$ cat src/rftr_params.svh
`ifndef RFTR_PARAMS_SVH
`define RFTR_PARAMS_SVH
// ----------------------------------------
// Register offsets
// ----------------------------------------
`define RFTR_ADDR_ANALOG_TEST   8'h1a
`define RFTR_ADDR_DIGITAL_TEST  8'h1b
`define RFTR_ADDR_FIFO_STATUS   8'h1c
`define RFTR_ADDR_TX_LEN_HIGH   8'h1d
`define RFTR_ADDR_TX_LEN_LOW    8'h1e
// ----------------------------------------
// Reset values and field positions
// ----------------------------------------
`define RFTR_RESET_VALUE        8'h00
`define RFTR_BIT_KEY_DEC_IN     7
`define RFTR_BIT_MOD_SUBC_OUT   6
`define RFTR_BIT_DIRECT_MOD     5
`define RFTR_BIT_STAGE_SEL      4
`define RFTR_BIT_GAIN_CUT2      3
`define RFTR_BIT_GAIN_CUT1      2
`define RFTR_BIT_FOLLOWER_TEST  1
`define RFTR_BIT_AGC_VIEW       0
`define RFTR_BIT_RF_LEVEL_TEST  7
`define RFTR_BIT_TEST_IO1       3
`define RFTR_BIT_TEST_IO0       2
`define RFTR_BIT_TEST_DEC       1
`define RFTR_BIT_CODER_FAST     0
`define RFTR_TEST_CLEAR_MASK    8'hf1
`define RFTR_FIFO_HIGH_LEVEL    4'h9
`define RFTR_FIFO_LOW_LEVEL     4'h3
`define RFTR_FIFO_DEPTH         4'hc
`endif

$ cat src/rftr_pkg.sv
package rftr_pkg;
    typedef logic [7:0] rftr_byte_t;
endpackage

$ cat src/rftr_regs.sv
`timescale 1ns/10ps
`default_nettype none
`include "rftr_params.svh"
// Function
// - Both test registers clear on reset or chip disable.
// - Analog bit 7 turns keying pin into decoder digital input.
// - Analog bit 6 drives receiver subcarrier on modulation pin.
// - Analog bit 5 enables direct modulation with receiver reset.
// - Analog bit 4 picks first or second stage for output.
// - Analog bit 3 cuts second stage gain and corner.
// - Analog bit 2 cuts first stage gain and corner.
// - Analog bit 0 makes main signal strength bits show gain level.
// - Decoder or I/O test bit enters test mode.
// - Test mode holds until host stop, which clears those bits.
// - Digital bit 0 clocks coders at full carrier rate.
// - FIFO status bit 7 reads zero.
// - Receive: high flag at nine bytes held.
// - Transmit: low flag at three bytes left.
// - Overflow flag on writes beyond FIFO capacity.
// - Low nibble reports unread bytes minus one.
// - Length registers clear on reset and at end of transmit frame.
// - Twelve-bit byte count split high byte and upper nibble.
// - Partial bit count used only when partial flag set.
// - Low length bit 0 marks incomplete final byte.
module rftr_regs (
    input  wire logic       clock_in,          // 10 MHz clock
    input  wire logic       arst_n_in,         // Async reset, low
    input  wire logic       chip_en_in,        // Chip enable pin (async)
    input  wire logic       wr_en_in,          // Host write strobe
    input  wire logic       rd_en_in,          // Host read strobe
    input  wire logic [7:0] addr_in,           // Register address
    input  wire logic [7:0] wdata_in,          // Write data
    input  wire logic       host_stop_in,      // Host stop condition pulse
    input  wire logic       tx_eof_in,         // End of transmit frame pulse
    input  wire logic       rx_active_in,      // Receive phase
    input  wire logic       tx_active_in,      // Transmit phase
    input  wire logic [3:0] fifo_count_in,     // Bytes held in FIFO
    input  wire logic       fifo_push_in,      // FIFO write pulse
    input  wire logic [2:0] rssi_main_in,      // Main signal strength
    input  wire logic [2:0] agc_level_in,      // Gain control level
    input  wire logic       keying_mode_pin_in,// Keying pin input
    input  wire logic       rx_subcarrier_in,  // Receiver subcarrier
    input  wire logic       tx_mod_in,         // Coder modulation
    output logic [7:0]      rdata_out,         // Read data
    output logic            rdata_valid_out,   // Read data valid
    output logic            keying_pin_as_decoder_input_out, // Pin mode
    output logic            decoder_input_out, // Decoder digital input
    output logic            modulation_pin_out,// Modulation pin level
    output logic            mod_pin_subcarrier_out, // Pin mode
    output logic            direct_tx_mod_rx_reset_out, // Direct mode
    output logic            rx_reset_out,      // Receiver reset
    output logic            stage_select_out,  // 1 = second stage
    output logic            second_stage_gain_cut_out, // Gain cut 2
    output logic            first_stage_gain_cut_out,  // Gain cut 1
    output logic [2:0]      rssi_main_view_out,// Strength or gain view
    output logic            test_mode_out,     // Test mode active
    output logic            coder_fast_clock_out, // Full-rate coders
    output logic [11:0]     tx_byte_count_out, // Complete bytes
    output logic [2:0]      partial_byte_bit_count_out, // Used bits
    output logic            partial_byte_flag_out // Partial byte
);
    // ----------------------------------------
    // Synchronisers for pins
    // ----------------------------------------
    logic [1:0] en_sync_ff;
    logic [1:0] key_sync_ff;
    logic [1:0] nxt_en_sync;
    logic [1:0] nxt_key_sync;
    logic       chip_off;
    // Only the second stage is read downstream
    always_comb begin
        nxt_en_sync  = {en_sync_ff[0], chip_en_in};
        nxt_key_sync = {key_sync_ff[0], keying_mode_pin_in};
    end
    always_ff @(posedge clock_in or negedge arst_n_in) begin
        if (!arst_n_in) begin
            en_sync_ff  <= 2'h0;
            key_sync_ff <= 2'h0;
        end else begin
            en_sync_ff  <= nxt_en_sync;
            key_sync_ff <= nxt_key_sync;
        end
    end
    assign chip_off = ~en_sync_ff[1];

    // ----------------------------------------
    // Register write logic
    // ----------------------------------------
    rftr_pkg::rftr_byte_t analog_test_direct_ctrl_ff;
    rftr_pkg::rftr_byte_t digital_test_mode_ctrl_ff;
    rftr_pkg::rftr_byte_t tx_byte_count_high_ff;
    rftr_pkg::rftr_byte_t tx_byte_count_low_partial_ff;
    logic                 ovf_ff;
    rftr_pkg::rftr_byte_t nxt_analog;
    rftr_pkg::rftr_byte_t nxt_digital;
    rftr_pkg::rftr_byte_t nxt_txh;
    rftr_pkg::rftr_byte_t nxt_txl;
    logic                 nxt_ovf;
    logic                 rd_status;

    function automatic logic hit(input logic [7:0] a, input logic [7:0] o);
        hit = (a == o);
    endfunction

    assign rd_status = rd_en_in & hit(addr_in, `RFTR_ADDR_FIFO_STATUS);

    // Stop and frame end win over a same-cycle host write
    always_comb begin
        nxt_analog  = analog_test_direct_ctrl_ff;
        nxt_digital = digital_test_mode_ctrl_ff;
        nxt_txh     = tx_byte_count_high_ff;
        nxt_txl     = tx_byte_count_low_partial_ff;
        nxt_ovf     = ovf_ff;
        if (wr_en_in) begin
            if (hit(addr_in, `RFTR_ADDR_ANALOG_TEST))
                nxt_analog = wdata_in;
            if (hit(addr_in, `RFTR_ADDR_DIGITAL_TEST))
                nxt_digital = wdata_in;
            if (hit(addr_in, `RFTR_ADDR_TX_LEN_HIGH))
                nxt_txh = wdata_in;
            if (hit(addr_in, `RFTR_ADDR_TX_LEN_LOW))
                nxt_txl = wdata_in;
        end
        if (host_stop_in)
            nxt_digital = nxt_digital & `RFTR_TEST_CLEAR_MASK;
        if (tx_eof_in) begin
            nxt_txh = `RFTR_RESET_VALUE;
            nxt_txl = `RFTR_RESET_VALUE;
        end
        // Overflow is sticky until status is read; set wins over clear
        if (rd_status)
            nxt_ovf = 1'b0;
        if (fifo_push_in && (fifo_count_in >= `RFTR_FIFO_DEPTH))
            nxt_ovf = 1'b1;
        if (chip_off) begin
            nxt_analog  = `RFTR_RESET_VALUE;
            nxt_digital = `RFTR_RESET_VALUE;
            nxt_txh     = `RFTR_RESET_VALUE;
            nxt_txl     = `RFTR_RESET_VALUE;
            nxt_ovf     = 1'b0;
        end
    end
    always_ff @(posedge clock_in or negedge arst_n_in) begin
        if (!arst_n_in) begin
            analog_test_direct_ctrl_ff   <= `RFTR_RESET_VALUE;
            digital_test_mode_ctrl_ff    <= `RFTR_RESET_VALUE;
            tx_byte_count_high_ff        <= `RFTR_RESET_VALUE;
            tx_byte_count_low_partial_ff <= `RFTR_RESET_VALUE;
            ovf_ff                       <= 1'b0;
        end else begin
            analog_test_direct_ctrl_ff   <= nxt_analog;
            digital_test_mode_ctrl_ff    <= nxt_digital;
            tx_byte_count_high_ff        <= nxt_txh;
            tx_byte_count_low_partial_ff <= nxt_txl;
            ovf_ff                       <= nxt_ovf;
        end
    end

    // ----------------------------------------
    // Live FIFO status and read mux
    // ----------------------------------------
    rftr_pkg::rftr_byte_t status_now;
    rftr_pkg::rftr_byte_t nxt_rdata;
    logic                 nxt_rvalid;
    // Count of zero also reads zero; minus one cannot go negative
    always_comb begin
        status_now[7]   = 1'b0;
        status_now[6]   = rx_active_in &&
                          (fifo_count_in >= `RFTR_FIFO_HIGH_LEVEL);
        status_now[5]   = tx_active_in &&
                          (fifo_count_in <= `RFTR_FIFO_LOW_LEVEL);
        status_now[4]   = ovf_ff;
        status_now[3:0] = (fifo_count_in == 4'h0) ? 4'h0
                          : fifo_count_in - 4'h1;
        nxt_rvalid = rd_en_in;
        nxt_rdata  = 8'h00;
        if (rd_en_in) begin
            case (addr_in)
                `RFTR_ADDR_ANALOG_TEST: nxt_rdata = analog_test_direct_ctrl_ff;
                `RFTR_ADDR_DIGITAL_TEST: nxt_rdata = digital_test_mode_ctrl_ff;
                `RFTR_ADDR_FIFO_STATUS:  nxt_rdata = status_now;
                `RFTR_ADDR_TX_LEN_HIGH:  nxt_rdata = tx_byte_count_high_ff;
                `RFTR_ADDR_TX_LEN_LOW:
                    nxt_rdata = tx_byte_count_low_partial_ff;
                default:                 nxt_rdata = 8'h00;
            endcase
        end
    end

    // ----------------------------------------
    // Decoded control outputs
    // ----------------------------------------
    rftr_pkg::rftr_byte_t a;
    rftr_pkg::rftr_byte_t d;
    logic [7:0]  nxt_pins;
    logic [2:0]  nxt_view;
    logic        nxt_test;
    logic [11:0] nxt_count;
    logic [2:0]  nxt_bits;
    logic        nxt_pflag;
    assign a = analog_test_direct_ctrl_ff;
    assign d = digital_test_mode_ctrl_ff;
    // Pin outputs are registered, so a one-cycle lag versus the signals
    always_comb begin
        nxt_pins[0] = a[`RFTR_BIT_KEY_DEC_IN];
        nxt_pins[1] = a[`RFTR_BIT_KEY_DEC_IN] & key_sync_ff[1];
        nxt_pins[2] = a[`RFTR_BIT_MOD_SUBC_OUT];
        nxt_pins[3] = a[`RFTR_BIT_DIRECT_MOD];
        nxt_pins[4] = a[`RFTR_BIT_DIRECT_MOD];
        nxt_pins[5] = a[`RFTR_BIT_STAGE_SEL];
        nxt_pins[6] = a[`RFTR_BIT_GAIN_CUT2];
        nxt_pins[7] = a[`RFTR_BIT_GAIN_CUT1];
        nxt_view = a[`RFTR_BIT_AGC_VIEW] ? agc_level_in : rssi_main_in;
        nxt_test = d[`RFTR_BIT_TEST_DEC] | d[`RFTR_BIT_TEST_IO1]
                 | d[`RFTR_BIT_TEST_IO0];
        nxt_count = {tx_byte_count_high_ff,
                     tx_byte_count_low_partial_ff[7:4]};
        nxt_bits = tx_byte_count_low_partial_ff[0]
                 ? tx_byte_count_low_partial_ff[3:1] : 3'h0;
        nxt_pflag = tx_byte_count_low_partial_ff[0];
    end
    logic mod_level;
    // Subcarrier out has priority over direct modulation
    always_comb begin
        if (a[`RFTR_BIT_MOD_SUBC_OUT])
            mod_level = rx_subcarrier_in;
        else if (a[`RFTR_BIT_DIRECT_MOD])
            mod_level = tx_mod_in;
        else
            mod_level = 1'b0;
    end
    always_ff @(posedge clock_in or negedge arst_n_in) begin
        if (!arst_n_in) begin
            rdata_out                       <= 8'h00;
            rdata_valid_out                 <= 1'b0;
            keying_pin_as_decoder_input_out <= 1'b0;
            decoder_input_out               <= 1'b0;
            mod_pin_subcarrier_out          <= 1'b0;
            direct_tx_mod_rx_reset_out      <= 1'b0;
            rx_reset_out                    <= 1'b0;
            stage_select_out                <= 1'b0;
            second_stage_gain_cut_out       <= 1'b0;
            first_stage_gain_cut_out        <= 1'b0;
            modulation_pin_out              <= 1'b0;
            rssi_main_view_out              <= 3'h0;
            test_mode_out                   <= 1'b0;
            coder_fast_clock_out            <= 1'b0;
            tx_byte_count_out               <= 12'h000;
            partial_byte_bit_count_out      <= 3'h0;
            partial_byte_flag_out           <= 1'b0;
        end else begin
            rdata_out                       <= nxt_rdata;
            rdata_valid_out                 <= nxt_rvalid;
            keying_pin_as_decoder_input_out <= nxt_pins[0];
            decoder_input_out               <= nxt_pins[1];
            mod_pin_subcarrier_out          <= nxt_pins[2];
            direct_tx_mod_rx_reset_out      <= nxt_pins[3];
            rx_reset_out                    <= nxt_pins[4];
            stage_select_out                <= nxt_pins[5];
            second_stage_gain_cut_out       <= nxt_pins[6];
            first_stage_gain_cut_out        <= nxt_pins[7];
            modulation_pin_out              <= mod_level;
            rssi_main_view_out              <= nxt_view;
            test_mode_out                   <= nxt_test;
            coder_fast_clock_out            <= d[`RFTR_BIT_CODER_FAST];
            tx_byte_count_out               <= nxt_count;
            partial_byte_bit_count_out      <= nxt_bits;
            partial_byte_flag_out           <= nxt_pflag;
        end
    end

    // ----------------------------------------
    // Assertions
    // ----------------------------------------
    property p_stop_clears;
        @(posedge clock_in) disable iff (!arst_n_in)
        host_stop_in |=> !digital_test_mode_ctrl_ff[1]
                         && !digital_test_mode_ctrl_ff[2]
                         && !digital_test_mode_ctrl_ff[3];
    endproperty
    a_stop_clears: assert property (p_stop_clears)
        else $error("test bits survive stop");
    property p_eof_clears;
        @(posedge clock_in) disable iff (!arst_n_in)
        tx_eof_in |=> ##1 tx_byte_count_out == 12'h000;
    endproperty
    a_eof_clears: assert property (p_eof_clears)
        else $error("length not cleared at frame end");
    property p_test_mode;
        @(posedge clock_in) disable iff (!arst_n_in)
        $rose(digital_test_mode_ctrl_ff[1]) |=> test_mode_out;
    endproperty
    a_test_mode: assert property (p_test_mode)
        else $error("test mode not entered");
    property p_partial_gate;
        @(posedge clock_in) disable iff (!arst_n_in)
        !partial_byte_flag_out |-> partial_byte_bit_count_out == 3'h0;
    endproperty
    a_partial_gate: assert property (p_partial_gate)
        else $error("bit count without flag");
    property p_read_status;
        @(posedge clock_in) disable iff (!arst_n_in)
        rd_status |=> rdata_valid_out && !rdata_out[7]
                      && rdata_out[4] == $past(ovf_ff);
    endproperty
    a_read_status: assert property (p_read_status)
        else $error("status read wrong");
    property p_ovf_set;
        @(posedge clock_in) disable iff (!arst_n_in)
        (fifo_push_in && fifo_count_in >= 4'hc && en_sync_ff[1]) |=> ovf_ff;
    endproperty
    a_ovf_set: assert property (p_ovf_set)
        else $error("overflow missed");
    property p_chip_off;
        @(posedge clock_in) disable iff (!arst_n_in)
        chip_off |=> analog_test_direct_ctrl_ff == 8'h00 ##1
                     !first_stage_gain_cut_out;
    endproperty
    a_chip_off: assert property (p_chip_off)
        else $error("disable did not clear");
    property p_agc_view;
        @(posedge clock_in) disable iff (!arst_n_in)
        a[0] |=> rssi_main_view_out == $past(agc_level_in);
    endproperty
    a_agc_view: assert property (p_agc_view)
        else $error("gain view wrong");
endmodule
`default_nettype wire

$ cat config.mk
export PLATFORM = sky130hd
export DESIGN_NAME = rftr_regs
export DESIGN_NICKNAME = d
export VERILOG_FILES = /design/src/rftr_pkg.sv /design/src/rftr_regs.sv
export VERILOG_INCLUDE_DIRS = /design/src
export SDC_FILE = /design/constraint.sdc
export NUM_CORES = 1
export LEC_CHECK = 0
export BUFFER_PORTS_ARGS = -buffer_cell sky130_fd_sc_hd__buf_4
export CAP_MARGIN = 25
export CORE_ASPECT_RATIO = 1.5
export CORE_MARGIN = 4
export CORE_UTILIZATION = 35
export DETAILED_ROUTE_END_ITERATION = 8
export PLACE_DENSITY = 0.55
export SYNTH_ARGS = -nofsm -noshare
export SYNTH_HDL_FRONTEND = slang
export SYNTH_SLANG_ARGS = --single-unit
$ cat constraint.sdc
create_clock -name clock_in -period 1.45 [get_ports clock_in]
set_input_delay 0.435 -clock clock_in [delete_from_list [all_inputs] [get_ports clock_in]]
set_output_delay 0.435 -clock clock_in [all_outputs]
set_load 0.01 [all_outputs]
==> results of run 1 <==
-- what timing repair did --
action	4_1_cts	5_1_grt
resized for setup	12	13
setup endpoints to repair	32	34
hold buffers	1	0
pin swaps	5	13
cloned	1	0
hold endpoints to repair	18	0
setup buffers	0	3
-- flip-flops by register name (all words and copies together), names as in the netlist, 2 cells and up --
name                          flops
en_sync_ff                        2
rdata_out                         8
a                                 8
tx_byte_count_low_partial_ff      8
rssi_main_view_out                3
tx_byte_count_out                12
tx_byte_count_high_ff             8
partial_byte_bit_count_out        3
d                                 8
key_sync_ff                       2
-- worst max-delay path, cell delays in order --
cell	delay [ns]
buf_6	0.09
or3b_4	0.45
or4_4	0.62
nand3_2	0.13
o21ai_2	0.05
-- metrics by stage --
stage          hold slack (ns)  TNS, ns  area (um2)  setup WS [ns]
2_1_floorplan            0.139   -10.61        3160         -0.416
3_3_place_gp             0.335   -15.15        4070         -0.520
3_5_place_dp             0.345   -15.65        4070         -0.552
4_1_cts                  0.200    -2.01        4430         -0.156
5_1_grt                  0.200    -2.83        4510         -0.144
6_report                 0.210    -1.35        4510         -0.115
-- cells in the final DEF, fill, tap and decap left out, drive strengths merged, types with 2 or more instances in the layout --
master and instances:
nor2 26, a221oi 3, nor2b 2, or4 2
or3 2, and3 2, mux2i 25, o22ai 2
clkbuf 13, nor3 2, nand3 15, nand3b 4
a21oi 4, nand2b 6, nor4 3, and2 5
o21ai 20, dfrtp 75, nand2 21, a32oi 3
buf 111, mux2 5, inv 4
-- final timing paths --
path	to	slack [ns]	cells after the start
max	a[3]	-0.11	5
min	en_sync_ff[0]	0.21	1
max reg2reg	rdata_out[0]	0.26	4
min reg2reg	key_sync_ff[1]	0.36	0
max in group asynchronous	tx_byte_count_high_ff[7]	0.44	3
min in group asynchronous	tx_byte_count_high_ff[3]	0.54	2
-- layer usage --
layer	global-route usage, %	share of wire (%)
met1	19.9	40
met2	27.6	52
met3	4.67	5.3
met4	8.02	2.6
met5	0	0
-- logic make-up (layout without fill, tap and decap cells) --
group           after synthesis  after routing  share of synthesized area, %
compound gates               41             41                          9.25
buf+inv                      19            131                          3.11
flops                        75             75                          60.6
mux                          30             30                          9.90
simple gates                 92             93                          17.1
-- area by class of cell --
class                      instances  share of cell area, %
timing repair buffer             112                   20.8
clock inverter                     2                  0.777
inverter                           4                  0.333
clock buffer                      13                   5.77
sequential                        75                   41.6
multi-input combinational        164                   27.7
tap                              107                   2.97
-- where the power goes --
group	switching (mW)	internal, mW	total (mW)
logic	0.199	0.173	0.372
registers	0.00524	2.11	2.11
clock network	0.772	1.41	2.19
total	0.976	3.69	4.67
==> impl_metrics.tcl, run 1 <==
set metrics [dict create \
    crit_type "in2reg" \
    hold_violations 0 \
    cts.sinks 75 \
    diodes 0 \
    yosys_register_bits 75 \
    synthesis.area_um2 3100 \
    cp_max_fo 8 \
    fmax_ghz 0.639 \
    ys_seq_area_share_pct 60.6 \
    io-pin-count 78 \
    wl_um 8120 \
    grtUsageTotal_pct 16.6 \
    synth_warnings 0 \
    slew_viol_final 0 \
    grt_pass1_vias 2458 \
    crit_path_end_kind "flop" \
    synth-edff-count 0 \
    ir_drop_uv 601 \
    die_y_um 123 \
    grt_overflow 0 \
    htree_levels 3 \
    grt_pass1_wl_um 13000 \
    synth.net_count 296 \
    place_inst 457 \
    rsz0062_at_grt "true" \
    slew_headroom_pct 75.0 \
    finish.utilization_pct 53.0 \
    arrival_ns 1.78 \
    route.detailed.vias_per_inst 4.95 \
    syn_inst 257 \
    synth_cell_types 42 \
    avgSynthCellArea_um2 12.0 \
    cts_buffers 9 \
    synthMostInstantiatedCell "dfrtp_1" \
    worst_setup_path_start_kind "primary input" \
    nets 405 \
    coreArea_um2 8520 \
    clk_latency_ns 0.33 \
    syn_to_final_growth_pct 45.7 \
    path_clk_slew_ns 0.05 \
    netlist_top_cells_count "dfrtp_1, mux2i_1, nand2_1" \
    antenna_found_initial 0 \
    start_util_pct 36.4 \
    dp_hpwl_um 5900 \
    yosysTopAreaCell "dfrtp_1" \
    finalNonFillerCells 477 \
    violations "negative setup slack" \
    maxCapViolCount 0 \
    root_buffer "clkbuf_16" \
    fillCellCount 769 \
    worst_slack_ns -0.115 \
    gp_congestion 0.892 \
    power.total_mw 4.67 \
    grt_max_degree 29 \
    antenna_left 0 \
    first_pass_iters 4 \
    p_per_area_nw_per_um2 1040 \
    drc 0 \
    p_leak_nw 2.08 \
    fin_crit_ns 1.56 \
    setup-violations-final 23 \
    regArea_um2 1880 \
    fp.dieArea_um2 10400 \
    cts_tree "built" \
    finClkSkew_ns 0.00597 \
    synthArstFlopShare_pct 100 \
    routedWlPerCell_um 17.0 \
    portBuffers 77 \
    drtIter0Drc 167 \
    yosysTopAreaCellShare_pct 60.6 \
    crit_required_ns 1.67 \
    startpoint "addr_in[6]" \
    synth.top_cells.by_area "dfrtp_1, mux2i_1, nand2_1" \
    dieWidth_um 84.8 \
    period_share_pct 108 \
    rows 41 \
    run_status "finished with violations" \
    vias 2360 \
    hp-class "in2reg" \
    multiInputGateArea_um2 1250 \
    clock_path_buffers 2 \
    hold_start "chip_en_in" \
    worst_pin_slew_ns 0.376 \
    rr_startpoint "a[0]" \
    ys.flop_type "dfrtp_1" \
    drive_gt1_share_pct 47.0 \
]
Note: power is estimated with default switching activity, not from simulation.
==> run 2, diff against run 1 <==
clock period = 1.95 ns   (was 1.45 ns; I/O delays follow)
==> run 2 against run 1 <==
  * The run now ends clean
  * Register-to-register slack better by 0.48 ns
  * Combinational power is 37% lower
  * First-iteration DRC count shrank 19%
  * Die area did not move
  * Final area decreased by 5.4%
  * Setup slack improved by 0.28 ns
  * Critical path type unchanged
  * Highest routed layer unchanged
==> impl_metrics.tcl, run 2 (synthesis gave the netlist of run 1 again) <==
set metrics [dict create \
    run_status "finished clean" \
    crit_type "in2reg" \
    slowest_delay_ns 0.64 \
    rows 41 \
    final_common_cell "buf_4" \
    fmax_ghz 0.562 \
    p_leak_nw 1.98 \
    antenna_found_initial 0 \
    p_seq_share_pct 43.1 \
    ir_drop_uv 553 \
    start_util_pct 36.4 \
    clock_path_buffers 2 \
    route.detailed.vias_per_inst 4.86 \
    htree_levels 3 \
    slew_headroom_pct 72.8 \
    power.total_mw 3.65 \
    gp_congestion 0.917 \
    grt_pass1_wl_um 12500 \
    io-pin-count 78 \
    nets 388 \
    r2r_cells 3 \
    switching_share_pct 20.1 \
    cts_buffers 9 \
    rr_startpoint "tx_byte_count_low_partial_ff[4]" \
    fp.dieArea_um2 10400 \
    grtUsageTotal_pct 15.9 \
    reg2reg_slack_ns 0.74 \
    final_cell_mix "buf_4, dfrtp_1, mux2i_1" \
    dp_hpwl_um 5680 \
    finish.utilization_pct 50.1 \
    clk_latency_ns 0.33 \
    critPathTopFamily "simple AND/OR/NAND/NOR gates" \
    cp_max_fo 16 \
    drtIter0Drc 135 \
    top_register "tx_byte_count_out" \
    grt_max_degree 30 \
    drc 0 \
    coreArea_um2 8520 \
    fin_crit_ns 1.78 \
    crit_required_ns 2.17 \
    crit_chain "buf_4 > or3b_4 > or4_4 > nand3_1 > o21ai_2" \
    antenna_left 0 \
    syn_to_final_growth_pct 37.8 \
    arrival_ns 2.00 \
    setup-violations-final 0 \
    critPathSlowestCell "or4_4" \
    cts.sinks 75 \
    p_per_area_nw_per_um2 854 \
    drive_gt1_share_pct 39.7 \
    rsz0062_at_grt "false" \
    regToRegEndpoint "rdata_out[4]" \
    diodes 0 \
    slew_viol_final 0 \
    met3_usage_pct 3.80 \
    routedWlPerCell_um 16.6 \
    portBuffers 77 \
    cts_setup_buffers 0 \
    post_cts_resized 0 \
    finalNonFillerCells 460 \
    place_inst 445 \
    path_clk_slew_ns 0.06 \
    clkPwrFrac_pct 50.4 \
    largest_reg_flops 12 \
    hold_violations 0 \
    top_usage_layer "met2" \
    worst_setup_path_start_kind "primary input" \
    period_share_pct 91.3 \
    grt_pass1_vias 2405 \
    hp-class "in2async" \
    p_switching_uw 734 \
    use_met2_pct 27.0 \
    maxCapViolCount 0 \
    grt_overflow 0 \
    crit_path_end_kind "flop" \
    grt_use_met1_pct 18.0 \
    worst_pin_slew_ns 0.407 \
    die_y_um 123 \
    ctsHoldBuffers 0 \
    vias 2237 \
    pwr-share-comb_pct 6.5 \
    p_int_mw 2.91 \
    cts_tree "built" \
    wl_um 7630 \
    dieWidth_um 84.8 \
    fin_setup_tns_ns 0 \
    finClkSkew_ns 0.0106 \
    first_pass_iters 4 \
    root_buffer "clkbuf_16" \
    critPathBufInv 1 \
]
==> run 2: cell count changes in the layout (fill, tap and decap cells not counted), moves of 6 or more <==
| cell | previous run | this run |
|---|---|---|
| buf_4 | 97 | 91 |
| nand3_1 | 2 | 13 |
| nand3_2 | 13 | 2 |
| buf_6 | 9 | 0 |
==> run 2: final cells by class <==
class / count / area, um2
clock buffer: 10 / 229
clock inverter: 5 / 103
fill: 823 / 4250
inverter: 4 / 15.0
multi-input combinational: 163 / 1130
sequential: 75 / 1880
tap: 107 / 134
timing repair buffer: 96 / 783
==> run 2: layer usage <==
metal  vias to the layer above  share of wire (%)  routed length (um)
li1                       1082                  -                   -
met4                         0                3.9                 296
met2                        69                 51                3910
met5                         -                  0                   0
met1                      1070                 40                3060
met3                        16                4.8                 370
==> run 2: worst max path at each step <==
stage,from,to,slack (ns),cells past startpoint
floorplan,addr_in[6],a[5],-0.07,6
global placement,addr_in[6],a[4],-0.16,5
detailed placement,addr_in[6],a[1],-0.18,5
CTS,addr_in[6],a[1],0.18,5
global route,addr_in[6],a[2],0.12,5
finish,addr_in[6],a[1],0.17,5
==> run 2: per-stage QoR <==
stage	setup WS (ns)	area (um2)	hold slack, ns
detailed placement	-0.182	3940	0.337
finish	0.170	4270	0.150
floorplan	-0.0656	3110	0.289
CTS	0.176	4270	0.149
global placement	-0.156	3940	0.332
global route	0.119	4270	0.170
==> run 2: power by group through the flow <==
stage / clock network, mW / logic [mW] / registers (mW)
after CTS: 1.88 / 0.241 / 1.57
after detailed placement: 0 / 0.240 / 1.60
after global placement: 0 / 0.237 / 1.60
final: 1.84 / 0.236 / 1.57
after global routing: 1.96 / 0.263 / 1.57
after floorplan: 0 / 0.0808 / 1.60
